$ cat config.mk
export PLATFORM = sky130hd
export DESIGN_NAME = dsl_top
export DESIGN_NICKNAME = d
export VERILOG_FILES = /design/src/pkg/dsl_pkg.sv /design/src/hdl/dsl_top.sv
export SDC_FILE = /design/constraint.sdc
export NUM_CORES = 1
export LEC_CHECK = 0
export ABC_AREA = 0
export BUFFER_PORTS_ARGS = -buffer_cell sky130_fd_sc_hd__buf_2
export CAP_MARGIN = 20
export CORE_MARGIN = 2
export CORE_UTILIZATION = 36
export DETAILED_ROUTE_END_ITERATION = 7
export PLACE_DENSITY = 0.61
export SLEW_MARGIN = 20
export SYNTH_ARGS = -nofsm -noshare
export SYNTH_HDL_FRONTEND = slang
export SYNTH_SLANG_ARGS = --single-unit
$ cat constraint.sdc
create_clock -name ref_clk -period 3.7 [get_ports ref_clk]
set_input_delay 0.37 -clock ref_clk [delete_from_list [all_inputs] [get_ports ref_clk]]
set_output_delay 0.37 -clock ref_clk [all_outputs]
set_load 0.01 [all_outputs]
$ cat src/pkg/dsl_pkg.sv
// constants and types for the serial-input dac latch control block
// Functional notes
// - latch load low makes the dac latch transparent to the input register
// - converter code output changes in the same cycle the latch updates
// - reset loads 8000h with reset select high, 0000h when low
// - gain strap low gives buffer gain 1, high gives gain 2
// - format strap high means straight binary, low means two's complement
// - active-low hardware reset input performs a full reset
// - power-down input high parks output, grounded through 10k resistor
// - serial clock edges shift nothing unless chip select is low
// - serial data output is high impedance while chip select is high
// - stand-alone mode shifts out the existing input register contents
// - daisy-chain mode shifts out the serial input shift register contents
// - one channel with a 16-bit code in input register and latch
// - output holds the reset code until a valid serial write arrives
package dsl_pkg;
    localparam int          DSL_CODE_W     = 16;
    localparam int          DSL_CNT_W      = 5;
    localparam logic [15:0] DSL_RESET_MID  = 16'h8000;
    localparam logic [15:0] DSL_RESET_ZERO = 16'h0000;
    localparam logic [15:0] DSL_SIGN_FLIP  = 16'h8000;
    localparam logic [4:0]  DSL_FRAME_BITS = 5'h10;
    localparam int          DSL_BUF_DEPTH  = 2;

    // frame state, gray coded along idle -> shift -> done
    typedef enum logic [1:0] {
        DSL_IDLE  = 2'h0,
        DSL_SHIFT = 2'h1,
        DSL_DONE  = 2'h3
    } dsl_state_type;
endpackage

$ cat src/hdl/dsl_top.sv
// serial input, input register and dac latch control for a 16-bit dac
`timescale 1ns/1ps
module dsl_top (
    // clock and reset
    input  wire logic                         ref_clk,
    input  wire logic                         rst,
    // device pins
    input  wire logic                         reset_n,
    input  wire logic                         power_down_input,
    input  wire logic                         latch_load_n,
    // strap pins
    input  wire logic                         reset_value_select,
    input  wire logic                         gain_select,
    input  wire logic                         data_format_select,
    input  wire logic                         serial_out_select,
    // serial link
    input  wire logic                         sclk,
    input  wire logic                         cs_n,
    input  wire logic                         sdi,
    output logic                              sdo,
    output logic                              sdo_oe,
    // converter side
    output logic [dsl_pkg::DSL_CODE_W-1:0]    dac_code,
    output logic                              gain_two,
    output logic                              out_ground_10k,
    output logic                              word_ready
);
    import dsl_pkg::*;

    // latency in ref_clk cycles after a pin moves:
    //   two cycles through the synchronisers, one more for edge detection,
    //   so a chip select rise reaches the input register about five cycles
    //   later, and the converter code one cycle after that with the latch open.
    // the link clock is oversampled, so each sclk level must last three cycles;
    // faster links need a link-clocked front end, which this block trades away
    // for a single clock domain with no crossing inside the data path.

    // two-stage synchronisers for the control and link pins
    logic [5:0] pin_s1_r;
    logic [5:0] pin_s2_r;
    always_ff @(posedge ref_clk) begin
        pin_s1_r <= {reset_n, power_down_input, latch_load_n, sclk, cs_n, sdi};
        pin_s2_r <= pin_s1_r;
    end
    wire rstn_s = pin_s2_r[5];
    wire pd_s   = pin_s2_r[4];
    wire ldn_s  = pin_s2_r[3];
    wire sclk_s = pin_s2_r[2];
    wire csn_s  = pin_s2_r[1];
    wire sdi_s  = pin_s2_r[0];

    // straps are pins too; they pass the same two stages before capture
    logic [3:0] strap_s1_r;
    logic [3:0] strap_s2_r;
    always_ff @(posedge ref_clk) begin
        strap_s1_r <= {reset_value_select, gain_select, data_format_select, serial_out_select};
        strap_s2_r <= strap_s1_r;
    end
    wire rsel_s = strap_s2_r[3];
    wire gain_s = strap_s2_r[2];
    wire fmt_s  = strap_s2_r[1];
    wire osel_s = strap_s2_r[0];

    // either reset initialises all but synchronisers, edge delay flops and buffer storage; the pin reset acts after its
    // synchroniser delay and holds for as long as the pin stays low
    wire full_rst = rst | ~rstn_s;

    // edge detection on synchronised link clock and chip select; the delay
    // flops keep following their pins through reset, so no false edge
    // appears when reset lets go
    logic sclk_d_r;
    logic csn_d_r;
    always_ff @(posedge ref_clk) begin
        sclk_d_r <= sclk_s;
        csn_d_r  <= csn_s;
    end
    wire sclk_rise = sclk_s & ~sclk_d_r;
    wire sclk_fall = ~sclk_s & sclk_d_r;
    wire cs_rise   = csn_s & ~csn_d_r;
    wire cs_fall   = ~csn_s & csn_d_r;

    // straps captured while reset is held, frozen afterwards; a strap that
    // moves in operation has no effect until the next reset
    logic rsel_r;
    logic gain_r;
    logic fmt_r;
    logic osel_r;
    always_ff @(posedge ref_clk) begin
        if (full_rst) begin
            rsel_r <= rsel_s;
            gain_r <= gain_s;
            fmt_r  <= fmt_s;
            osel_r <= osel_s;
        end
    end

    // reset code chosen by the captured reset select strap
    function automatic logic [15:0] reset_word(input logic sel);
        reset_word = sel ? DSL_RESET_MID : DSL_RESET_ZERO;
    endfunction

    // two's complement words become straight binary by flipping the sign bit
    function automatic logic [15:0] to_binary(input logic [15:0] w, input logic straight);
        to_binary = straight ? w : (w ^ DSL_SIGN_FLIP);
    endfunction

    wire [15:0] reset_code = reset_word(rsel_r);

    // frame state and shift register; take_bit stops at a full word, so a
    // long frame cannot push the first bits out again
    dsl_state_type state_r;
    dsl_state_type state_nxt;
    logic [15:0]   shift_r;
    logic [4:0]    cnt_r;
    logic [15:0]   out_r;
    logic          sdo_r;
    wire  active   = ~csn_s;
    wire  take_bit = active & sclk_rise & (cnt_r != DSL_FRAME_BITS);
    wire  full_frm = (cnt_r == DSL_FRAME_BITS);

    // next-state logic; an incomplete frame is dropped at chip select rise
    // without reaching the buffer; done lasts exactly one cycle
    always_comb begin
        state_nxt = state_r;
        case (state_r)
            DSL_IDLE: begin
                if (cs_fall) begin
                    state_nxt = DSL_SHIFT;
                end
            end
            DSL_SHIFT: begin
                if (cs_rise) begin
                    state_nxt = full_frm ? DSL_DONE : DSL_IDLE;
                end
            end
            DSL_DONE: begin
                state_nxt = DSL_IDLE;
            end
            default: begin
                state_nxt = DSL_IDLE;
            end
        endcase
    end

    // two-entry buffer between the shifter and the input register; the drain
    // side is always ready, so it never fills in practice, but it keeps a
    // word safe should the input register side ever stall
    logic [15:0] buf_mem [DSL_BUF_DEPTH];
    logic        wptr_r;
    logic        rptr_r;
    logic [1:0]  fill_r;
    wire  buf_in_valid  = (state_r == DSL_DONE);
    wire  buf_in_ready  = (fill_r != 2'h2);
    wire  buf_out_valid = (fill_r != 2'h0);
    wire  buf_out_ready = 1'b1; // input register always accepts
    wire  buf_push      = buf_in_valid & buf_in_ready;
    wire  buf_pop       = buf_out_valid & buf_out_ready;
    assign word_ready   = buf_in_ready;

    // format conversion to straight binary before the input register
    wire [15:0] buf_head = buf_mem[rptr_r];
    wire [15:0] conv     = to_binary(buf_head, fmt_r);

    // frame state register
    always_ff @(posedge ref_clk) begin
        if (full_rst) begin
            state_r <= DSL_IDLE;
        end else begin
            state_r <= state_nxt;
        end
    end

    // bit counter: restarts at each frame start, saturates at a full word
    // so that surplus clocks in a long frame are ignored
    always_ff @(posedge ref_clk) begin
        if (full_rst) begin
            cnt_r <= 5'h00;
        end else if (cs_fall) begin
            cnt_r <= 5'h00;
        end else if (take_bit) begin
            cnt_r <= cnt_r + 5'h01;
        end
    end

    // serial input shift register, msb first; it keeps its content between
    // frames because daisy-chain readback sends it on in the next frame
    always_ff @(posedge ref_clk) begin
        if (full_rst) begin
            shift_r <= 16'h0000;
        end else if (take_bit & ~cs_fall) begin
            shift_r <= {shift_r[14:0], sdi_s};
        end
    end

    // buffer storage; a word arriving with the buffer full is dropped
    always_ff @(posedge ref_clk) begin
        if (!full_rst && buf_push) begin
            buf_mem[wptr_r] <= shift_r;
        end
    end

    // pointers: write side advances on push, read side on pop
    always_ff @(posedge ref_clk) begin
        if (full_rst) begin
            wptr_r <= 1'b0;
            rptr_r <= 1'b0;
        end else begin
            if (buf_push) begin
                wptr_r <= ~wptr_r;
            end
            if (buf_pop) begin
                rptr_r <= ~rptr_r;
            end
        end
    end

    // fill count; a push and a pop in one cycle leave it unchanged
    always_ff @(posedge ref_clk) begin
        if (full_rst) begin
            fill_r <= 2'h0;
        end else begin
            fill_r <= fill_r + {1'b0, buf_push} - {1'b0, buf_pop};
        end
    end

    // input register: takes each word that the buffer hands over
    logic [15:0] in_reg_r;
    logic [15:0] latch_r;
    always_ff @(posedge ref_clk) begin
        if (full_rst) begin
            in_reg_r <= reset_code;
        end else if (buf_pop) begin
            in_reg_r <= conv;
        end
    end

    // dac latch: transparent while the load pin is low, so it copies the
    // input register every cycle; a held pin freezes the converter code
    always_ff @(posedge ref_clk) begin
        if (full_rst) begin
            latch_r <= reset_code;
        end else if (!ldn_s) begin
            latch_r <= in_reg_r;
        end
    end
    // code follows the latch directly, no extra stage
    assign dac_code = latch_r;

    // readback source picked at frame start; stand-alone sends the input
    // register, daisy-chain sends what the shifter held from the last frame
    wire [15:0] rb_src   = osel_r ? in_reg_r : shift_r;
    wire        rb_shift = active & sclk_fall;

    // readback word: loaded at frame start, moved one place per falling clock
    always_ff @(posedge ref_clk) begin
        if (full_rst) begin
            out_r <= 16'h0000;
        end else if (cs_fall) begin
            out_r <= rb_src;
        end else if (rb_shift) begin
            out_r <= {out_r[14:0], 1'b0};
        end
    end

    // output bit register: the pin changes just after a falling clock and
    // stands through the following high phase, where the host samples it
    always_ff @(posedge ref_clk) begin
        if (full_rst) begin
            sdo_r <= 1'b0;
        end else if (cs_fall) begin
            sdo_r <= rb_src[15];
        end else if (rb_shift) begin
            sdo_r <= out_r[14];
        end
    end

    // the pin is released whenever chip select is high; the pad turns the
    // low enable into high impedance outside the core
    assign sdo    = sdo_r;
    assign sdo_oe = active;

    // static analog controls from frozen straps and power-down pin; the
    // indication tells the analog side to park the output on its grounding
    // resistor, while the digital state is kept for the return to operation
    logic pd_r;
    always_ff @(posedge ref_clk) begin
        if (full_rst) begin
            pd_r <= 1'b0;
        end else begin
            pd_r <= pd_s;
        end
    end
    assign gain_two       = gain_r;
    assign out_ground_10k = pd_r;
endmodule

# == Word level (Yosys, flattened, before mapping) ==
# Memories as Yosys holds them, arrays and structs flattened. A register that Yosys moved wholly into a read port is not among the register bits.
# Index checks and enable logic that the tools add are counted.
# op_classes
addsub,3
multipliers,0
div,0
magnitude_cmp,0
n_eq_ne,8
shift,0
muxes,19
bitwise_logic,19
n_reduce_logical,8
# ops
operator,count
16-bit 2-to-1 mux,7
15-bit 2-to-1 mux,2
1-bit bitwise AND,9
1-bit NOT,9
1-bit 2-to-1 mux,6
2-bit 2-to-1 mux,3
"2-bit inequality test, second input constant",3
2-bit nonzero test,3
"5-bit by 1-bit adder with 5-bit output, second input constant",1
"5-bit equality test, second input constant",1
"5-bit inequality test, second input constant",1
2-bit one-hot mux with 2 select lines,1
2-bit by 1-bit adder with 2-bit output,1
"2-bit by 1-bit equality test with 1-bit output, second input constant",1
"2-bit equality test, second input constant",1
2-bit logical NOT,1
"2-bit by 1-bit inequality test with 1-bit output, second input constant",1
2-bit AND reduction,1
2-bit OR reduction,1
2-bit by 1-bit subtractor with 2-bit output,1
1-bit logical AND,1
1-bit logical NOT,1
1-bit OR,1
# word_totals
ff_bits,102
latch_bits,0
mem_bits_rw,32
mem_bits_ro,0
input_bits,12
output_inout_bits,21
mem_count,1
# mem_list
name,depth,width,rd,rd_ports_with_merged_regs,wr,line,source
buf_mem,2,16,1,1,1,dsl_top.sv:148,logic [15:0] buf_mem [DSL_BUF_DEPTH];

# == Logic depth before layout (Yosys ltp) ==
# Gate-level depths: netlist (run 1).
# depth
word_depth,6
depth_mapped,7
mapped_depth_nobuf,5

# == Worst setup path after synthesis (run 1) ==
# Ideal clock, no wire load.
# synth_path
path_type,input to register
from,input rst
to,"memory buf_mem[0][0], enable pin"
setup_ns,0.430
arrival_time_ns,2.467
path_slack_ns,0.803
path_stages,5
n_path_buf,2
cell_sequence,nor2b_1 clkbuf_2 inv_1 buf_2 nor4_1
# synth_via
elab_chain_cells,5
# synth_lines
element,line,source
"start, declared",dsl_top.sv:6,"input wire logic rst,"
1-bit OR,dsl_top.sv:66,wire full_rst = rst | ~rstn_s;
1-bit logical NOT,dsl_top.sv:197,if (!full_rst && buf_push) begin
1-bit logical AND,dsl_top.sv:197,
1-bit 2-to-1 mux,dsl_top.sv:197,
1-bit 2-to-1 mux (implied by the code),dsl_top.sv:198,buf_mem[wptr_r] <= shift_r;
"end, declared",dsl_top.sv:148,
# No other way between the ends.

# == Worst setup path after layout (run 1) ==
# layout_path
from,register pin_s2_r[1]
to,register shift_r[0]
# layout_via
elab_chain_cells,4
# layout_lines
element,line,source
"start, declared",dsl_top.sv:40,logic [5:0] pin_s2_r;
"start signal, assigned",dsl_top.sv:43,pin_s2_r <= pin_s1_r;
1-bit NOT (*),"dsl_top.sv:80, dsl_top.sv:117",
1-bit bitwise AND (on tied branches),"dsl_top.sv:118, dsl_top.sv:80",
1-bit bitwise AND / 1-bit NOT (equally long branches),"dsl_top.sv:118, dsl_top.sv:190",
1-bit bitwise AND (*),dsl_top.sv:190,end else if (take_bit & ~cs_fall) begin
"end signal, assigned",dsl_top.sv:191,"shift_r <= {shift_r[14:0], sdi_s};"
"end, declared",dsl_top.sv:113,logic [15:0] shift_r;
# Every way passes the cells marked *; elsewhere a longest branch is shown, timed or not.
# A chain may end at the register's enable or synchronous reset.

==> results.sh, run 1 <==
export IMPL_cts_resized=0
export IMPL_vias_per_cell=4.56
export IMPL_initial_core_util=0.371
export IMPL_wl_per_cell_um=13.2
export IMPL_cellPowerDensity_mw_per_mm2=582
export IMPL_grt_max_degree=60
export IMPL_layout_common_cells="edfxtp_1 (68), dfxtp_1 (67), mux2i_1 (51), buf_2 (32), nand2_1 (24)"
export IMPL_portBuffers=32
export IMPL_grt_pass1_vias=2599
export IMPL_final_setup_tns_ps=0
export IMPL_synth_area_per_cell_um2=13.6
export IMPL_r2r_end="shift_r[0]"
export IMPL_rows=42
export IMPL_rrSetupSlack_ps=1760
export IMPL_crit_path_end_kind="flop"
export IMPL_cp_required_ps=3950
export IMPL_wl_met1_um=3780
export IMPL_yosysSeqAreaShare=0.685
export IMPL_top_layer="met4"
export IMPL_fin_hold_ws_ps=58.3
export IMPL_yosys_warnings=0
export IMPL_cts_path_max_buffers=2
export IMPL_wl_met3_um=412
export IMPL_synth_cell_types=32
export IMPL_clockRootBuffer="clkbuf_16"
export IMPL_dieArea_mm2=0.0147
export IMPL_fill_cells=1174
export IMPL_drv_slew=0
export IMPL_ys_ff_latch=135
export IMPL_min_from="sdi"
export IMPL_cts_made_buffers=17
export IMPL_reg2regPathDepth=3
export IMPL_met2WireLength_um=3390
export IMPL_syn2layout_area_growth_pct=18.2
export IMPL_route_detailed_drc=0
export IMPL_max_cap_violations=0
export IMPL_netlist_instances=362
export IMPL_insertion_delay_ps=410
export IMPL_peakVddDrop_mv=0.374
export IMPL_fmax_ghz=0.515
export IMPL_status="completed"
export IMPL_fin_skew_ps=6.09
export IMPL_start_kind="flop"
export IMPL_cts_tree="built"
export IMPL_maxSlewHeadroom=0.318
export IMPL_cp_data_arrival_time_ps=2190
export IMPL_hold_path_end="pin_s1_r[0]"
export IMPL_whs_path_depth=1
export IMPL_grt_overflow=0
export IMPL_clk_pin_slew_ps=60
export IMPL_ioPinCount=33
export IMPL_antenna_left=0
export IMPL_min_period_ps=1940
export IMPL_final_common_cell="edfxtp_1"
export IMPL_grtUsageTotal=0.116
export IMPL_place_hpwl_um=5250
export IMPL_worst_path_max_fanout=16
export IMPL_grt_pass1_wl_um=12800
export IMPL_p_leak_nw=2.25
export IMPL_antenna_found_initial=0
export IMPL_tightest_slew_ps=1020
export IMPL_wirelength_um=7720
export IMPL_hold_class="input pin to flop"
export IMPL_chipHeight_um=121
export IMPL_cts_hold_buf=0
export IMPL_setup_violations=0
export IMPL_cts_setup_buffers=0
export IMPL_final_nets=409
export IMPL_vias=2663
export IMPL_timing_rr_start="pin_s2_r[1]"
export IMPL_initialDrtViolationCount=153
export IMPL_hold_viol=0
export IMPL_place_congestion=0.757
export IMPL_syn_cell_area_mm2=0.00494
export IMPL_core_mm2=0.0133
export IMPL_path_class="flop to flop"
export IMPL_grt_setup_unrepaired="no"
export IMPL_dr_pass1_iters=4
export IMPL_drive_above_1_share=0.218
export IMPL_diodes=0
export IMPL_die_w_um=121
export IMPL_h_tree_depth=4
export IMPL_synth_nets=376
export IMPL_clock_sinks=135
export IMPL_period_share=0.525
==> layer usage <==
| metal | GRT usage | vias up |
|---|---|---|
| met1 | 0.160 | 1232 |
| li1 | - | 1365 |
| met5 | 0 | - |
| met3 | 0.0456 | 14 |
| met4 | 0.0538 | 0 |
| met2 | 0.161 | 52 |
==> metrics by stage <==
step / utilization / total power, W / setup WS, ps / cells / instance area (µm²)
floorplan: - / 0.00174 / 803 / 362 / 4940
global placement: 0.394 / 0.00177 / 1720 / 552 / 5240
detailed placement: 0.394 / 0.00177 / 1670 / 552 / 5240
CTS: 0.439 / 0.00343 / 1720 / 584 / 5840
global route: 0.439 / 0.00353 / 1600 / 584 / 5840
finish: 0.439 / 0.00340 / 1760 / 584 / 5840
==> worst max-delay path by stage <==
| stage | to | start |
|---|---|---|
| 3_5_place_dp | buf_mem[0][11] | rst |
| 6_report | shift_r[0] | pin_s2_r[1] |
| 2_1_floorplan | buf_mem[0][0] | rst |
| 4_1_cts | shift_r[0] | pin_s2_r[1] |
| 3_3_place_gp | buf_mem[1][10] | rst |
| 5_1_grt | shift_r[0] | pin_s2_r[1] |
==> synth_stat cells, drive strengths merged <==
cell     count  area share
inv          6      0.0046
and2        17       0.022
nand4bb      1      0.0056
nor2b        4      0.0051
nor2        20       0.015
mux2        16       0.036
and3         2      0.0025
ha           2      0.0051
o21ai       18       0.018
nand2b       1      0.0013
buf         14       0.020
xnor2        1      0.0018
nor4b        1      0.0018
and4bb       1      0.0025
xor2         1      0.0018
nand2       24       0.018
nor4         3      0.0038
or3          4      0.0051
mux2i       51        0.10
dfxtp       67        0.27
nand3       10       0.010
and4         1      0.0018
edfxtp      68        0.41
clkbuf       8      0.0063
or3b         1      0.0018
a2111oi      1      0.0018
nand4        1      0.0013
a21oi       18       0.018
==> cells by family after synthesis <==
logic type | Yosys count | synth area share
compound gates | 37 | 0.0383
xor+xnor | 2 | 0.00355
fa+ha+maj | 2 | 0.00507
buf+inv | 28 | 0.0307
flops | 135 | 0.685
mux | 67 | 0.140
simple gates | 91 | 0.0975
==> state kept, by name, indices dropped and copies added, names as in the netlist, named ones only <==
signal,flops
osel_r,1
strap_s2_r,4
wptr_r,1
shift_r,16
buf_mem,32
csn_d_r,1
state_r,2
sclk_d_r,1
rptr_r,1
pin_s1_r,6
strap_s1_r,4
pin_s2_r,6
fill_r,2
dac_code,16
gain_two,1
out_r,15
out_ground_10k,1
in_reg_r,16
cnt_r,5
rsel_r,1
fmt_r,1
sdo,1
==> power by group <==
| part | switching, W | total (W) | internal (W) |
|---|---|---|---|
| registers | 0.0000265 | 0.00164 | 0.00161 |
| logic | 0.0000579 | 0.000103 | 0.0000453 |
| clock network | 0.000589 | 0.00166 | 0.00107 |
| total | 0.000674 | 0.00340 | 0.00273 |
==> cell type report <==
class                      instances  area [µm²]  area share
clock buffer                      18         439      0.0752
inverter                           6        22.5     0.00386
multi-input combinational        199        1430       0.244
tap                              176         220      0.0377
timing repair buffer              36         190      0.0326
clock inverter                    14         158      0.0270
sequential                       135        3380       0.579
==> worst max-delay path: stages, from the launching register on <==
cell,delay (ps)
dfxtp_1,370
nor4b_1,430
and2_1,780
o21ai_0,210
Power figures use the tool's default switching activity.
==> inputs of run 2 (changes only) <==
==> constraint.sdc (replaced) <==
create_clock -name ref_clk -period 1.8 [get_ports ref_clk]
set_input_delay 0.18 -clock ref_clk [delete_from_list [all_inputs] [get_ports ref_clk]]
set_output_delay 0.18 -clock ref_clk [all_outputs]
set_load 0.01 [all_outputs]
==> run 2 against run 1 <==
  * Fmax rose by 28%
  * Die area did not move
  * Final area rose by 3.2%
  * Sequential share of layout area fell by 1.8 points
  * Total power rose by 110%
  * Wire length rose by 4.9%
  * Setup slack got worse by 1500 ps
  * Final cell count rose by 3.1%
  * Clock skew rose by 4.7 ps
  * Non-clock buffer count rose by 18
  * Combinational power rose to 2.5 times the previous value
  * Global-route usage rose by 0.70 points
  * Critical path type unchanged
  * Critical endpoint is now dac_code[1]
==> results.sh, run 2 (synthesized netlist as in run 1, its figures left out) <==
export IMPL_crit_chain="nor2b_4, buf_4, nand2_1, buf_4"
export IMPL_grt_max_degree=60
export IMPL_final_setup_tns_ps=0
export IMPL_hold_class="flop to flop"
export IMPL_setup_violations=0
export IMPL_cts_path_max_buffers=2
export IMPL_start_kind="flop"
export IMPL_chipHeight_um=121
export IMPL_syn2layout_area_growth_pct=22.1
export IMPL_status="completed"
export IMPL_post_place_ws_ps=283
export IMPL_fin_ws_ps=289
export IMPL_placed_cells=560
export IMPL_dr_pass1_iters=4
export IMPL_core_mm2=0.0133
export IMPL_cts_tree="built"
export IMPL_clockRootBuffer="clkbuf_16"
export IMPL_wl_per_cell_um=13.5
export IMPL_worst_path_max_fanout=59
export IMPL_cp_required_ps=1960
export IMPL_drive_above_1_share=0.225
export IMPL_cpPeakStageDelay_ps=450
export IMPL_diodes=0
export IMPL_place_congestion=0.739
export IMPL_route_detailed_drc=0
export IMPL_path_class="flop to flop"
export IMPL_regMostFlops="buf_mem"
export IMPL_antenna_found_initial=0
export IMPL_period_share=0.839
export IMPL_cts_setup_buffers=0
export IMPL_fmax_ghz=0.662
export IMPL_fill_cells=1168
export IMPL_h_tree_depth=4
export IMPL_fin_skew_ps=10.8
export IMPL_portBuffers=32
export IMPL_maxSlewHeadroom=0.655
export IMPL_grt_setup_unrepaired="no"
export IMPL_crit_path_end_kind="flop"
export IMPL_cts_made_buffers=17
export IMPL_insertion_delay_ps=420
export IMPL_grtUsageTotal=0.123
export IMPL_layout_common_cells="edfxtp_1 (68), dfxtp_1 (67), mux2i_1 (51), buf_2 (32), nand2_1 (24)"
export IMPL_rows=42
export IMPL_initialDrtViolationCount=111
export IMPL_drv_slew=0
export IMPL_final_seq_area_mm2=0.00338
export IMPL_multiInputGateArea_mm2=0.00144
export IMPL_vias_per_cell=4.62
export IMPL_cpMaxStageDelayCell="buf_4"
export IMPL_tightest_slew_ps=518
export IMPL_grt_pass1_vias=2738
export IMPL_cp_data_arrival_time_ps=1670
export IMPL_clock_sinks=135
export IMPL_die_w_um=121
export IMPL_vias=2780
export IMPL_ioPinCount=33
export IMPL_dieArea_mm2=0.0147
export IMPL_rrSetupSlack_ps=290
export IMPL_peakVddDrop_mv=0.616
export IMPL_wirelength_um=8100
export IMPL_cpMostUsedCell="buf_4"
export IMPL_post_layout_nonfiller_instances=602
export IMPL_cellPowerDensity_mw_per_mm2=1170
export IMPL_max_cap_violations=0
export IMPL_clk_pin_slew_ps=60
export IMPL_largest_register_ffs=32
export IMPL_grt_pass1_wl_um=13600
export IMPL_initial_core_util=0.371
export IMPL_antenna_left=0
export IMPL_min_period_ps=1510
export IMPL_hold_viol=0
export IMPL_final_nets=427
export IMPL_grt_overflow=0
export IMPL_final_common_cell="edfxtp_1"
export IMPL_place_hpwl_um=5400
export IMPL_p_leak_nw=2.31
==> run 2: changes by cell type in the layout (fill, tap and decap cells not counted), sizes merged <==
| cell | change |
|---|---|
| buf | +8 |
| clkinv | -4 |
| inv | +1 |
| clkbuf | +2 |
| dlygate4sd3 | +10 |
| clkinvlp | +1 |
==> run 2: repair_timing <==
action / in CTS / in global routing
gates resized for setup: 0 / 0
endpoints found under the hold margin: 10 / 0
hold buffers: 10 / 0
==> run 2: worst max-delay path, delay by kind of cell, from the launching register on <==
family	cells	cell delay [ps]
DFF	1	310
buffers and inverters	2	660
and+or+nand+nor	2	250
==> run 2: area by class of cell <==
type | count | share of cell area
Timing Repair Buffer | 54 | 0.0602
Inverter | 6 | 0.00374
Clock inverter | 12 | 0.0251
Tap cell | 176 | 0.0365
Clock buffer | 20 | 0.0741
Multi-Input combinational cell | 199 | 0.239
Sequential cell | 135 | 0.561
==> run 2: power by group <==
part / switching, W / total, W / internal [W]
registers: 0.0000425 / 0.00336 / 0.00331
clock network: 0.00123 / 0.00344 / 0.00221
logic: 0.000141 / 0.000258 / 0.000117
total: 0.00142 / 0.00706 / 0.00564
==> run 2: final timing paths <==
kind                  from             to  cells after the start
min reg2reg  strap_s1_r[0]  strap_s2_r[0]                      0
min          strap_s1_r[0]  strap_s2_r[0]                      0
max reg2reg    pin_s2_r[5]    dac_code[1]                      4
max            pin_s2_r[5]    dac_code[1]                      4
==> run 2: metal layers <==
layer / wire, µm / GRT usage
met5: 0 / 0
met4: 176 / 0.0654
met3: 391 / 0.0432
met2: 3620 / 0.177
met1: 3910 / 0.163
==> run 2: per-stage QoR <==
stage / cell area (µm²) / util / total power [W] / hold WS, ps
final: 6030 / 0.453 / 0.00706 / 325
after global routing: 6030 / 0.453 / 0.00730 / 339
after CTS: 6030 / 0.453 / 0.00712 / 326
after detailed placement: 5330 / 0.401 / 0.00367 / 284
after global placement: 5330 / 0.401 / 0.00366 / 282
after floorplan: 4970 / - / 0.00358 / 208
